<file path="config.mk">
export PLATFORM = sky130hd
export DESIGN_NAME = wdt_top
export DESIGN_NICKNAME = d
export VERILOG_FILES = /design/src/verilog/wdt_pkg.sv /design/src/verilog/wdt_tick.sv /design/src/verilog/wdt_top.sv
export SDC_FILE = /design/constraint.sdc
export NUM_CORES = 1
export LEC_CHECK = 0
export BUFFER_PORTS_ARGS = -buffer_cell sky130_fd_sc_hd__buf_2
export CAP_MARGIN = 40
export CORE_MARGIN = 5
export CORE_UTILIZATION = 54
export CTS_CLUSTER_SIZE = 10
export DETAILED_ROUTE_END_ITERATION = 8
export PLACE_DENSITY = 0.76
export SLEW_MARGIN = 20
export SYNTH_ARGS = -nofsm -noshare
export SYNTH_HDL_FRONTEND = slang
export SYNTH_SLANG_ARGS = --single-unit
</file>
<file path="constraint.sdc">
create_clock -name sys_clk_i -period 3 [get_ports sys_clk_i]
set_input_delay 0.15 -clock sys_clk_i [delete_from_list [all_inputs] [get_ports sys_clk_i]]
set_output_delay 0.15 -clock sys_clk_i [all_outputs]
set_load 0.02 [all_outputs]
</file>
<file path="src/verilog/wdt_pkg.sv">
package wdt_pkg;

  // ---------------------------------------------------------------------------
  // register map
  // ---------------------------------------------------------------------------
  localparam logic [7:0] ADDR_CTRL    = 8'h8f;  // watchdog_control
  localparam logic [7:0] ADDR_POWER   = 8'h87;  // power_control_reg
  localparam logic [7:0] ADDR_STATUS  = 8'h90;  // sticky event status
  localparam logic [7:0] ADDR_MASK    = 8'h91;  // event mask
  localparam logic [7:0] ADDR_TIMER_L = 8'h92;  // timer low byte
  localparam logic [7:0] ADDR_TIMER_H = 8'h93;  // timer high bits

  // ---------------------------------------------------------------------------
  // control, power control and status register fields
  // ---------------------------------------------------------------------------
  localparam int BIT_ENABLE   = 7;
  localparam int BIT_CLEAR    = 6;
  localparam int BIT_IDLE_RUN = 3;
  localparam int BIT_PS2      = 2;
  localparam int BIT_PS1      = 1;
  localparam int BIT_PS0      = 0;
  localparam int BIT_IDLE_REQ = 0;  // power control
  localparam int BIT_PDOWN    = 1;  // power control
  localparam int BIT_EV_TMO   = 0;  // status: time-out seen
  localparam int BIT_EV_RST   = 1;  // status: system reset issued

  localparam logic [7:0] CTRL_RESET  = 8'h00;
  localparam logic [7:0] POWER_RESET = 8'h00;
  localparam logic [7:0] MASK_RESET  = 8'h00;

  // ---------------------------------------------------------------------------
  // timing
  // ---------------------------------------------------------------------------
  localparam int TIMER_W      = 14;
  localparam int PRESC_W      = 8;   // covers divide by 256
  localparam int MCYC_DIV     = 12;  // oscillator periods per machine cycle
  localparam int MCYC_W       = 4;
  localparam int RST_PULSE_NS = 32;  // system reset pulse length
  localparam int CLK_NS       = 4;
  localparam int RST_PULSE_CYC = (RST_PULSE_NS + CLK_NS - 1) / CLK_NS;

  // ---------------------------------------------------------------------------
  // carriers
  // ---------------------------------------------------------------------------
  typedef struct packed {
    logic [7:0] addr;
    logic [7:0] wdata;
    logic       wr;
    logic       rd;
  } wdt_bus_req_t;

  typedef enum logic [2:0] {
    WDT_ST_IDLE  = 3'b001,
    WDT_ST_COUNT = 3'b010,
    WDT_ST_FIRE  = 3'b100
  } wdt_state_t;

endpackage

</file>
<file path="src/verilog/wdt_tick.sv">
`timescale 1ns/1ns
// modulo counter giving one tick every DIV enabled cycles
module wdt_tick #(
  parameter int          W   = 4,
  parameter logic [W-1:0] DIV = 4'd12
) (
  // clock and reset
  input  wire logic sys_clk_i,
  input  wire logic reset_n_i,
  input  wire logic clk_en_i,
  // control
  input  wire logic run_i,
  input  wire logic clear_i,
  // tick
  output logic      tick_o
);

  typedef struct packed {
    logic [W-1:0] cnt;
  } wdt_tick_state_t;

  wdt_tick_state_t st_ff;
  wdt_tick_state_t nxt_st;

  // count to DIV-1 then wrap with a tick
  always_comb begin
    nxt_st = st_ff;
    if (clear_i) begin
      nxt_st.cnt = '0;
    end else if (run_i) begin
      if (st_ff.cnt == DIV - W'(1)) begin
        nxt_st.cnt = '0;
      end else begin
        nxt_st.cnt = st_ff.cnt + W'(1);
      end
    end
  end

  assign tick_o = run_i && !clear_i && (st_ff.cnt == DIV - W'(1));

  // state register
  always_ff @(posedge sys_clk_i or negedge reset_n_i) begin
    if (!reset_n_i) begin
      st_ff <= '0;
    end else if (clk_en_i) begin
      st_ff <= nxt_st;
    end
  end

endmodule

</file>
<file path="src/verilog/wdt_top.sv">
`timescale 1ns/1ns
// What this block does
// RQ1: timer is a free-running divider chain; selected tap sets time-out interval.
// RQ2: time-out with watchdog enabled raises a system reset.
// RQ3: chip reset leaves watchdog disabled until software sets enable.
// RQ4: enable bit set makes watchdog count and act; clear disables it.
// RQ5: writing one to clear bit zeroes timer, prescaler, clear bit next cycle.
// RQ6: idle-run bit keeps watchdog counting during idle; else inactive; resets zero.
// RQ7: prescale field b2b1b0 selects 2,8,4,16,32,64,128,256 per table order.
// RQ8: time-out is 2^14 times prescale times 12 oscillator periods.
// RQ9: software clears watchdog more often than the time-out period.
// RQ10: chip reset zeroes the timer and prescaler counts.
// RQ11: software should restart watchdog after enabling it.
// RQ12: idle stops processor clock; peripherals keep their clock.
// RQ13: power-down stops all clocks; only reset ends it; watchdog frozen. The code only drops cpu_clk_en_o, and a power register write also ends it.
// RQ14: writing zero to clear bit does nothing; disabled timer holds value.
module wdt_top (
  // clock and reset
  input  wire logic       sys_clk_i,
  input  wire logic       reset_n_i,
  input  wire logic       clk_en_i,
  // register port
  input  wire logic [7:0] reg_addr_i,
  input  wire logic [7:0] reg_wdata_i,
  input  wire logic       reg_wr_i,
  input  wire logic       reg_rd_i,
  output logic      [7:0] reg_rdata_o,
  // system outputs
  output logic            sys_reset_o,
  output logic            cpu_clk_en_o,
  output logic            irq_o
);

  // ---------------------------------------------------------------------------
  // state
  // ---------------------------------------------------------------------------
  typedef struct packed {
    logic [7:0]                   ctrl;
    logic [7:0]                   power;
    logic [1:0]                   status;
    logic [1:0]                   mask;
    logic [wdt_pkg::PRESC_W-1:0]  presc;
    logic [wdt_pkg::TIMER_W-1:0]  timer;
    logic [7:0]                   rdata;
    logic [3:0]                   rst_cnt;
    wdt_pkg::wdt_state_t          fsm;
  } wdt_state_struct_t;

  wdt_state_struct_t st_ff;
  wdt_state_struct_t nxt_st;

  wdt_pkg::wdt_bus_req_t req;
  assign req = '{addr: reg_addr_i, wdata: reg_wdata_i, wr: reg_wr_i, rd: reg_rd_i};

  logic       enabled;
  logic       idle_mode;
  logic       pdown;
  logic       run;
  logic       mcyc_tick;
  logic [2:0] ps_sel;
  logic [3:0] ps_shift;
  logic       presc_wrap;
  logic       timeout;

  // ---------------------------------------------------------------------------
  // run conditions
  // ---------------------------------------------------------------------------
  assign enabled   = st_ff.ctrl[wdt_pkg::BIT_ENABLE];            // [RQ4]
  assign idle_mode = st_ff.power[wdt_pkg::BIT_IDLE_REQ];
  assign pdown     = st_ff.power[wdt_pkg::BIT_PDOWN];
  // idle stalls the processor, and the watchdog unless idle-run is set; power-down freezes the watchdog and the processor [RQ12] [RQ13]
  assign run = enabled && !pdown &&
               (!idle_mode || st_ff.ctrl[wdt_pkg::BIT_IDLE_RUN]); // [RQ6] [RQ14]
  assign cpu_clk_en_o = !idle_mode && !pdown;

  // machine cycle divider, one tick per twelve oscillator periods [RQ8]
  wdt_tick #(
    .W   (wdt_pkg::MCYC_W),
    .DIV (4'(wdt_pkg::MCYC_DIV))
  ) u_mcyc (
    .sys_clk_i (sys_clk_i),
    .reset_n_i (reset_n_i),
    .clk_en_i  (clk_en_i),
    .run_i     (run),
    .clear_i   (st_ff.ctrl[wdt_pkg::BIT_CLEAR]),
    .tick_o    (mcyc_tick)
  );

  // prescale select: field b2 b1 b0 maps to divide exponent [RQ7]
  assign ps_sel = {st_ff.ctrl[wdt_pkg::BIT_PS2], st_ff.ctrl[wdt_pkg::BIT_PS1],
                   st_ff.ctrl[wdt_pkg::BIT_PS0]};
  always_comb begin
    unique case (ps_sel)
      3'h0: ps_shift = 4'h1;
      3'h2: ps_shift = 4'h2;
      3'h1: ps_shift = 4'h3;
      3'h3: ps_shift = 4'h4;
      3'h4: ps_shift = 4'h5;
      3'h5: ps_shift = 4'h6;
      3'h6: ps_shift = 4'h7;
      3'h7: ps_shift = 4'h8;
    endcase
  end

  // last prescaler count before the selected tap wraps
  function automatic logic [wdt_pkg::PRESC_W-1:0] PRESC_MAX(input logic [3:0] sh);
    logic [8:0] v;
    v = (9'h001 << sh) - 9'h001;
    return v[wdt_pkg::PRESC_W-1:0];
  endfunction

  // selected divider tap wraps [RQ1]
  assign presc_wrap = mcyc_tick &&
    (st_ff.presc == PRESC_MAX(ps_shift));
  assign timeout = presc_wrap && (st_ff.timer == {wdt_pkg::TIMER_W{1'b1}});

  // ---------------------------------------------------------------------------
  // next state
  // ---------------------------------------------------------------------------
  always_comb begin
    nxt_st = st_ff;
    nxt_st.rdata = 8'h00;
    // clear bit self-clears one cycle after it was written [RQ5]
    if (st_ff.ctrl[wdt_pkg::BIT_CLEAR]) begin
      nxt_st.ctrl[wdt_pkg::BIT_CLEAR] = 1'b0;
      nxt_st.presc = '0;
      nxt_st.timer = '0;
    end else if (presc_wrap) begin
      nxt_st.presc = '0;
      nxt_st.timer = st_ff.timer + wdt_pkg::TIMER_W'(1);       // [RQ8]
    end else if (mcyc_tick) begin
      nxt_st.presc = st_ff.presc + wdt_pkg::PRESC_W'(1);
    end
    // time-out handling
    unique case (st_ff.fsm)
      wdt_pkg::WDT_ST_IDLE: begin
        if (enabled) begin
          nxt_st.fsm = wdt_pkg::WDT_ST_COUNT;
        end
      end
      wdt_pkg::WDT_ST_COUNT: begin
        if (!enabled) begin
          nxt_st.fsm = wdt_pkg::WDT_ST_IDLE;
        end else if (timeout) begin
          nxt_st.fsm     = wdt_pkg::WDT_ST_FIRE;              // [RQ2]
          nxt_st.rst_cnt = 4'(wdt_pkg::RST_PULSE_CYC - 1);
        end
      end
      wdt_pkg::WDT_ST_FIRE: begin
        if (st_ff.rst_cnt == 4'h0) begin
          // reset of the system also resets this block's control [RQ3] [RQ10]
          nxt_st.fsm   = wdt_pkg::WDT_ST_IDLE;
          nxt_st.ctrl  = wdt_pkg::CTRL_RESET;
          nxt_st.power = wdt_pkg::POWER_RESET;
          nxt_st.presc = '0;
          nxt_st.timer = '0;
        end else begin
          nxt_st.rst_cnt = st_ff.rst_cnt - 4'h1;
        end
      end
      default: nxt_st.fsm = wdt_pkg::WDT_ST_IDLE;
    endcase
    // register reads; status read clears, set below wins
    if (req.rd) begin
      unique case (req.addr)
        wdt_pkg::ADDR_CTRL:    nxt_st.rdata = st_ff.ctrl;
        wdt_pkg::ADDR_POWER:   nxt_st.rdata = st_ff.power;
        wdt_pkg::ADDR_STATUS: begin
          nxt_st.rdata  = {6'h00, st_ff.status};
          nxt_st.status = 2'h0;
        end
        wdt_pkg::ADDR_MASK:    nxt_st.rdata = {6'h00, st_ff.mask};
        wdt_pkg::ADDR_TIMER_L: nxt_st.rdata = st_ff.timer[7:0];
        wdt_pkg::ADDR_TIMER_H: nxt_st.rdata = {2'h0, st_ff.timer[13:8]};
        default:               nxt_st.rdata = 8'h00;
      endcase
    end
    // register writes (ignored while the system reset is asserted)
    if (req.wr && st_ff.fsm != wdt_pkg::WDT_ST_FIRE) begin
      unique case (req.addr)
        wdt_pkg::ADDR_CTRL: begin
          nxt_st.ctrl = req.wdata & 8'hcf;                      // [RQ4] [RQ6]
          // writing zero to the clear bit leaves a pending clear alone [RQ14]
          nxt_st.ctrl[wdt_pkg::BIT_CLEAR] = req.wdata[wdt_pkg::BIT_CLEAR];
        end
        wdt_pkg::ADDR_POWER: nxt_st.power = req.wdata & 8'h03;
        wdt_pkg::ADDR_MASK:  nxt_st.mask  = req.wdata[1:0];
        default: ;
      endcase
    end
    // sticky events
    if (timeout) begin
      nxt_st.status[wdt_pkg::BIT_EV_TMO] = 1'b1;
    end
    if (timeout && enabled) begin
      nxt_st.status[wdt_pkg::BIT_EV_RST] = 1'b1;
    end
  end

  // state register; chip reset disables and zeroes everything but fsm, which returns to WDT_ST_IDLE [RQ3] [RQ10]
  always_ff @(posedge sys_clk_i or negedge reset_n_i) begin
    if (!reset_n_i) begin
      st_ff <= '{ctrl: wdt_pkg::CTRL_RESET, power: wdt_pkg::POWER_RESET,
                 status: 2'h0, mask: wdt_pkg::MASK_RESET[1:0], presc: '0,
                 timer: '0, rdata: 8'h00, rst_cnt: 4'h0,
                 fsm: wdt_pkg::WDT_ST_IDLE};
    end else if (clk_en_i) begin
      st_ff <= nxt_st;
    end
  end

  // ---------------------------------------------------------------------------
  // outputs
  // ---------------------------------------------------------------------------
  assign reg_rdata_o = st_ff.rdata;
  assign sys_reset_o = (st_ff.fsm == wdt_pkg::WDT_ST_FIRE);   // [RQ2]
  assign irq_o       = |(st_ff.status & st_ff.mask);

  // ---------------------------------------------------------------------------
  // checks
  // ---------------------------------------------------------------------------
  timeout_reset_a: assert property (@(posedge sys_clk_i) disable iff (!reset_n_i) // [RQ2]
    clk_en_i && timeout && enabled && st_ff.fsm == wdt_pkg::WDT_ST_COUNT
      |=> sys_reset_o)
    else $error("enabled time-out did not raise reset");

  no_reset_off_a: assert property (@(posedge sys_clk_i) disable iff (!reset_n_i) // [RQ3]
    $rose(sys_reset_o) |-> $past(enabled))
    else $error("reset raised while disabled");

  clear_effect_a: assert property (@(posedge sys_clk_i) disable iff (!reset_n_i) // [RQ5]
    clk_en_i && st_ff.ctrl[wdt_pkg::BIT_CLEAR] && st_ff.fsm != wdt_pkg::WDT_ST_FIRE
      && !(req.wr && req.addr == wdt_pkg::ADDR_CTRL)
      |=> st_ff.timer == '0 && st_ff.presc == '0 && !st_ff.ctrl[wdt_pkg::BIT_CLEAR])
    else $error("clear bit did not zero the timer");

  idle_hold_a: assert property (@(posedge sys_clk_i) disable iff (!reset_n_i) // [RQ6]
    idle_mode && !st_ff.ctrl[wdt_pkg::BIT_IDLE_RUN] && !st_ff.ctrl[wdt_pkg::BIT_CLEAR]
      && st_ff.fsm != wdt_pkg::WDT_ST_FIRE |=> $stable(st_ff.timer))
    else $error("timer moved during idle");

  disabled_hold_a: assert property (@(posedge sys_clk_i) disable iff (!reset_n_i) // [RQ14]
    !enabled && !st_ff.ctrl[wdt_pkg::BIT_CLEAR] |=> $stable(st_ff.timer))
    else $error("timer moved while disabled");

  pdown_hold_a: assert property (@(posedge sys_clk_i) disable iff (!reset_n_i) // [RQ13]
    pdown && !st_ff.ctrl[wdt_pkg::BIT_CLEAR] && st_ff.fsm != wdt_pkg::WDT_ST_FIRE
      |=> $stable(st_ff.presc) && $stable(st_ff.timer))
    else $error("counter moved in power-down");

  timer_step_a: assert property (@(posedge sys_clk_i) disable iff (!reset_n_i) // [RQ8]
    clk_en_i && presc_wrap && !st_ff.ctrl[wdt_pkg::BIT_CLEAR]
      && st_ff.fsm != wdt_pkg::WDT_ST_FIRE
      |=> st_ff.timer == $past(st_ff.timer) + 14'h0001)
    else $error("timer did not advance on prescaler wrap");

  // code 001 wraps the prescaler after eight machine cycles
  presc_tap_a: assert property (@(posedge sys_clk_i) disable iff (!reset_n_i) // [RQ7]
    ps_sel == 3'h1 && presc_wrap |-> st_ff.presc == 8'h07)
    else $error("prescale code 001 must divide by 8");

  // code 010 wraps the prescaler after four machine cycles
  presc_four_a: assert property (@(posedge sys_clk_i) disable iff (!reset_n_i) // [RQ7]
    ps_sel == 3'h2 && presc_wrap |-> st_ff.presc == 8'h03)
    else $error("prescale code 010 must divide by 4");

  // a disabled watchdog leaves its prescaler alone
  enable_run_a: assert property (@(posedge sys_clk_i) disable iff (!reset_n_i) // [RQ4]
    clk_en_i && !enabled && !st_ff.ctrl[wdt_pkg::BIT_CLEAR]
      && st_ff.fsm != wdt_pkg::WDT_ST_FIRE
      |=> $stable(st_ff.presc))
    else $error("prescaler moved without enable");

  reset_len_a: assert property (@(posedge sys_clk_i) disable iff (!reset_n_i) // [RQ2]
    clk_en_i && $rose(sys_reset_o) |-> sys_reset_o [*2])
    else $error("system reset pulse too short");

  // chip reset leaves the watchdog off with zeroed counts
  reset_state_a: assert property (@(posedge sys_clk_i) disable iff (!reset_n_i) // [RQ3] [RQ10]
    $rose(reset_n_i) |-> !enabled && st_ff.timer == '0 && st_ff.presc == '0
      && st_ff.fsm == wdt_pkg::WDT_ST_IDLE)
    else $error("watchdog not idle after chip reset");

  // an enable write takes effect on the next cycle
  enable_write_a: assert property (@(posedge sys_clk_i) disable iff (!reset_n_i) // [RQ4]
    clk_en_i && req.wr && req.addr == wdt_pkg::ADDR_CTRL
      && st_ff.fsm != wdt_pkg::WDT_ST_FIRE
      |=> enabled == $past(req.wdata[wdt_pkg::BIT_ENABLE]))
    else $error("enable bit did not follow the write");

  // a zero in the clear bit never starts a clear
  zero_clear_a: assert property (@(posedge sys_clk_i) disable iff (!reset_n_i) // [RQ14]
    clk_en_i && req.wr && req.addr == wdt_pkg::ADDR_CTRL && !req.wdata[wdt_pkg::BIT_CLEAR]
      && st_ff.fsm != wdt_pkg::WDT_ST_FIRE |=> !st_ff.ctrl[wdt_pkg::BIT_CLEAR])
    else $error("zero clear bit started a clear");

  // idle with the idle-run bit keeps the prescaler moving
  idle_run_a: assert property (@(posedge sys_clk_i) disable iff (!reset_n_i) // [RQ6]
    clk_en_i && idle_mode && mcyc_tick && !presc_wrap && st_ff.fsm != wdt_pkg::WDT_ST_FIRE
      |=> st_ff.presc == $past(st_ff.presc) + 8'h01)
    else $error("prescaler stalled in idle run");

  // an idle write stops the processor clock
  idle_clk_a: assert property (@(posedge sys_clk_i) disable iff (!reset_n_i) // [RQ12]
    clk_en_i && req.wr && req.addr == wdt_pkg::ADDR_POWER
      && req.wdata[wdt_pkg::BIT_IDLE_REQ] && st_ff.fsm != wdt_pkg::WDT_ST_FIRE
      |=> !cpu_clk_en_o)
    else $error("processor clock still on in idle");

  // a power-down write stops the processor clock
  pdown_clk_a: assert property (@(posedge sys_clk_i) disable iff (!reset_n_i) // [RQ13]
    clk_en_i && req.wr && req.addr == wdt_pkg::ADDR_POWER
      && req.wdata[wdt_pkg::BIT_PDOWN] && st_ff.fsm != wdt_pkg::WDT_ST_FIRE
      |=> !cpu_clk_en_o)
    else $error("processor clock still on in power-down");

  // a status read clears the sticky bits unless an event lands
  status_clear_a: assert property (@(posedge sys_clk_i) disable iff (!reset_n_i) // [RQ2]
    clk_en_i && req.rd && req.addr == wdt_pkg::ADDR_STATUS && !timeout
      |=> st_ff.status == 2'h0)
    else $error("status not cleared by read");

  // the high timer byte carries only the upper six bits
  timer_high_a: assert property (@(posedge sys_clk_i) disable iff (!reset_n_i) // [RQ8]
    clk_en_i && req.rd && req.addr == wdt_pkg::ADDR_TIMER_H
      |=> reg_rdata_o[7:6] == 2'h0)
    else $error("timer high byte wider than fourteen bits");

endmodule
</file>
==> parameters.txt <==
Parameter                              Value

Status
  Result of the run    completed

Timing
  Slew of the pin with the lowest slew margin    564.5 ps
  Max-slew headroom at the worst pin    62.23%
  RSZ-0062 raised after global routing    no
  Worst Skew    5.903 ps
  FMAX    347.2 MHz
  Final period util    96.00%
  Number of hold-slack violations in the final timing report    0
  Min Tclk post-route    2880 ps
  Number of endpoints failing setup at the final stage    0
  Final sum of negative setup slack    0 ps
  Count of pins over their slew limit    0

Drt
  Uppermost layer routed    met4
  Final routed DRC violation total    0
  Vias per std cell    6.244
  Detailed-route wire length per cell    17.54 microns
  Sum of routed wire length over all layers    8910 microns
  Initial DRC count    254
  DRT Pass-1 Iters    5
  Antenna violation net count after detailed routing    0
  Met2 wire length    4295 microns
  WL met1    3930 microns
  Detailed-routed wire length on met3    515 microns
  Vias after detailed routing    3172

Finish
  Share of cells above drive strength 1    20.65%
  Number of standard cells in the final layout excluding fillers    508
  Nets@finish    453
  Post-route core utilization    65.15%
  Diode count    0
  Area growth syn-to-layout    15.63%
  Summed area of non-filler cells in the final layout    0.004184 sq mm

Global routing
  Total routing resource utilization after global routing    22.70%
  Sum of overflow across all layers after global routing    0
  Wire length of the first global-routing pass    15410 microns
  Via count of the first global-routing pass    3096
  Antenna violations before repair    0
  Pin count of the biggest net entering global routing    31

Synthesis
  Cells taking the most area after synthesis    sky130_fd_sc_hd__dfrtp_1 41%, sky130_fd_sc_hd__nand2_1 4.6%, sky130_fd_sc_hd__nand3_1 3.2%
  Number of nets produced by synthesis    417
  Ys async rst share    100.0%
  Synth warnings    0
  Combined area of all synthesized cells    0.003618 sq mm
  Part of the Yosys area used for sequential elements    42.22%
  Area fraction of the dominant cell type after synthesis    41.49%
  Number of enable flip-flop cells after synthesis    0
  Post-Syn Instances    390
  Leading register cell type out of synthesis    sky130_fd_sc_hd__dfrtp_1
  Largest area contributor in the synthesized netlist    sky130_fd_sc_hd__dfrtp_1
  Syn_area_per_cell    9.278 sq um
  Number of different library cells in the post-synthesis netlist    62
  Synthesis-stage register bit count    61

CTS
  Clock sink count    61
  Maximum clock insertion buffer count    2
  Number of levels in the clock H-tree    3
  Clock Latency Late Sink    340 ps
  Clock transition time at the flip-flop clock pins of the worst setup and hold paths    70 ps
  Clock Tree Root    sky130_fd_sc_hd__clkbuf_8
  TritonCTS clock tree    done
  Number of buffers created by CTS    9

Placement
  Buffers on Ports    29
  Placed cell area    0.003859 sq mm
  DP Cell Count    488
  Routability cong.    0.8950
  Estimated wirelength of the detail-placed design    6423 microns

Floorplan
  Area of the die    0.008438 sq mm
  Number of placement rows    29
  Starting density of the core    56.34%
  Overall die width    91.86 microns
  Floorplan Core Area    0.006422 sq mm
  Vertical die dimension    91.86 microns
  Number of top-level design ports    32

Run
  Number of max-cap violations    0

Setup path
  Critical Setup Path Class    reg -> reg
  CP endpoint kind    register
  Critical path required time    3270 ps
  Critical Path Start Type    register
  Arrival time reported for the critical path endpoint    3150 ps
  Peak fanout along the critical path    5

Power and ir drop
  Worst vdd ir    0.0003587 V
  Pleak    1.808 nW
  Pwr Density    451.0 mW/mm^2
  Post-route total power    1.887 mW

Min path
  Tightest Hold Check Type    in -> reg
[cells in the final DEF (no fill, tap or decap), types with 4 or more instances in the layout]
cell type	netlist	layout
sky130_fd_sc_hd__clkbuf_8	0	9
sky130_fd_sc_hd__or3_1	4	4
sky130_fd_sc_hd__a31oi_1	4	4
sky130_fd_sc_hd__o211ai_1	12	12
sky130_fd_sc_hd__xor2_1	6	6
sky130_fd_sc_hd__ha_1	6	5
sky130_fd_sc_hd__a21oi_1	6	6
sky130_fd_sc_hd__o21ai_1	6	6
sky130_fd_sc_hd__inv_1	17	17
sky130_fd_sc_hd__nand4_1	9	9
sky130_fd_sc_hd__nand2_1	44	44
sky130_fd_sc_hd__o21ai_0	21	20
sky130_fd_sc_hd__buf_4	9	16
sky130_fd_sc_hd__nor3_1	9	8
sky130_fd_sc_hd__o2bb2ai_1	10	10
sky130_fd_sc_hd__mux2_2	4	4
sky130_fd_sc_hd__or4_1	9	7
sky130_fd_sc_hd__buf_2	3	29
sky130_fd_sc_hd__mux2i_1	9	9
sky130_fd_sc_hd__dfrtp_1	60	60
sky130_fd_sc_hd__nand2b_1	5	5
sky130_fd_sc_hd__and2_1	6	6
sky130_fd_sc_hd__xnor2_1	4	4
sky130_fd_sc_hd__nand3_1	23	23
sky130_fd_sc_hd__a221oi_1	5	5
sky130_fd_sc_hd__nor2_1	30	30
[routing by layer]
| layer | global-route usage, % | up-vias |
|---|---|---|
| met5 | 0 | - |
| met1 | 30.82 | 1535 |
| li1 | - | 1498 |
| met4 | 7.673 | 0 |
| met3 | 5.401 | 21 |
| met2 | 35.83 | 118 |
[registers in the layout, summed over array words and instances (netlist names)]
name and flops:
st_ff 43, reg_rdata_o 8, u_mcyc.st_ff 4, ps_sel 3, enabled 1, idle_mode 1, pdown 1
[report_power, final]
| part | leakage [nW] | total, mW | internal [mW] | switching, mW |
|---|---|---|---|---|
| clock network | 0.124 | 0.901 | 0.556 | 0.345 |
| registers | 0.780 | 0.854 | 0.837 | 0.0172 |
| logic | 0.904 | 0.133 | 0.0530 | 0.0795 |
| total | 1.81 | 1.89 | 1.45 | 0.442 |
[through the flow]
stage | hold WS, ps | setup slack, ps
after global routing | 20.04 | 13.00
final | 24.35 | 119.9
after global placement | 359.6 | 21.54
after CTS | 7.396 | 13.50
after floorplan | -145.6 | 83.63
after detailed placement | 130.2 | -36.35
[cells in the mapped netlist, types with 2 or more instances]
cell type	instances
sky130_fd_sc_hd__inv_1	17
sky130_fd_sc_hd__a21oi_1	6
sky130_fd_sc_hd__o21ai_0	21
sky130_fd_sc_hd__or3b_1	2
sky130_fd_sc_hd__o2bb2ai_1	10
sky130_fd_sc_hd__nand3_1	23
sky130_fd_sc_hd__xor2_1	6
sky130_fd_sc_hd__a211oi_1	2
sky130_fd_sc_hd__clkbuf_1	10
sky130_fd_sc_hd__a22oi_1	3
sky130_fd_sc_hd__and3b_1	2
sky130_fd_sc_hd__and3_1	3
sky130_fd_sc_hd__nor3_1	9
sky130_fd_sc_hd__a21o_1	3
sky130_fd_sc_hd__buf_4	9
sky130_fd_sc_hd__a22o_1	3
sky130_fd_sc_hd__mux2i_1	9
sky130_fd_sc_hd__nand4_1	9
sky130_fd_sc_hd__xnor2_1	4
sky130_fd_sc_hd__nand2b_1	5
sky130_fd_sc_hd__or3_1	4
sky130_fd_sc_hd__o311ai_1	3
sky130_fd_sc_hd__o211ai_1	12
sky130_fd_sc_hd__nor4b_4	2
sky130_fd_sc_hd__dfrtp_1	60
sky130_fd_sc_hd__nand3_2	2
sky130_fd_sc_hd__buf_2	3
sky130_fd_sc_hd__nor4b_1	2
sky130_fd_sc_hd__a31oi_1	4
sky130_fd_sc_hd__or4_1	9
sky130_fd_sc_hd__o21ai_1	6
sky130_fd_sc_hd__a221oi_1	5
sky130_fd_sc_hd__and2_1	6
sky130_fd_sc_hd__buf_6	3
sky130_fd_sc_hd__nor2b_1	3
sky130_fd_sc_hd__mux2_2	4
sky130_fd_sc_hd__and4bb_1	2
sky130_fd_sc_hd__nor2_1	30
sky130_fd_sc_hd__ha_1	6
sky130_fd_sc_hd__nor3b_1	3
sky130_fd_sc_hd__nand2_1	44
[what timing repair did]
item / in CTS / in global routing
setup buffers: 0 / 1
pin swaps: 1 / 7
setup endpoints to repair: 8 / 25
resized for setup: 1 / 8
hold endpoints to repair: 20 / 0
hold buffers: 2 / 0
[final timing paths]
| path | from | endpoint | slack [ps] | depth (start not counted) |
|---|---|---|---|---|
| hold / removal | reg_wdata_i[3] | st_ff[52]$_DFFE_PN0P_ | 20 | 3 |
| max in group asynchronous | reset_n_i | st_ff[0]$_DFFE_PN1P_ | 1920 | 4 |
| setup / recovery | ps_sel[0]$_DFFE_PN0P_ | st_ff[20]$_DFFE_PN0P_ | 120 | 12 |
| hold reg to reg | reg_rdata_o[3]$_DFFE_PN0P_ | reg_rdata_o[3]$_DFFE_PN0P_ | 490 | 1 |
| setup reg to reg | ps_sel[0]$_DFFE_PN0P_ | st_ff[20]$_DFFE_PN0P_ | 120 | 12 |
| min in group asynchronous | reset_n_i | st_ff[17]$_DFFE_PN0P_ | 290 | 2 |
[final cells by class]
| cell class | instances | area, sq um |
|---|---|---|
| clock buffers | 9 | 123.9 |
| clock inverters | 7 | 121.4 |
| fillers | 520 | 2238 |
| inverters | 17 | 63.81 |
| multi-input cells | 287 | 1921 |
| flip-flops and latches | 61 | 1528 |
| well taps | 77 | 96.34 |
| repair buffers | 50 | 330.3 |
[logic make-up after synthesis]
kind of cell / Yosys count / share of synthesized area [%]
AOI/OAI and AO/OA: 86 / 16.74
adders and majority gates: 7 / 2.351
buffers and inverters: 42 / 6.016
and+or+nand+nor: 171 / 26.52
muxes: 13 / 3.734
xor gates and xnor gates: 10 / 2.420
DFF: 61 / 42.22
[critical path: stages, from the launching register on]
cell and delay (ps):
sky130_fd_sc_hd__dfrtp_1 420, sky130_fd_sc_hd__ha_4 260, sky130_fd_sc_hd__nor3_4 120, sky130_fd_sc_hd__nand2_1 90, sky130_fd_sc_hd__ha_1 290, sky130_fd_sc_hd__xor2_1 180
sky130_fd_sc_hd__o21ai_2 90, sky130_fd_sc_hd__nor4b_4 340, sky130_fd_sc_hd__buf_4 180, sky130_fd_sc_hd__nand4_1 200, sky130_fd_sc_hd__or2_1 340, sky130_fd_sc_hd__buf_4 160
sky130_fd_sc_hd__o21ai_1 140
(Power assumes the default switching activity.)
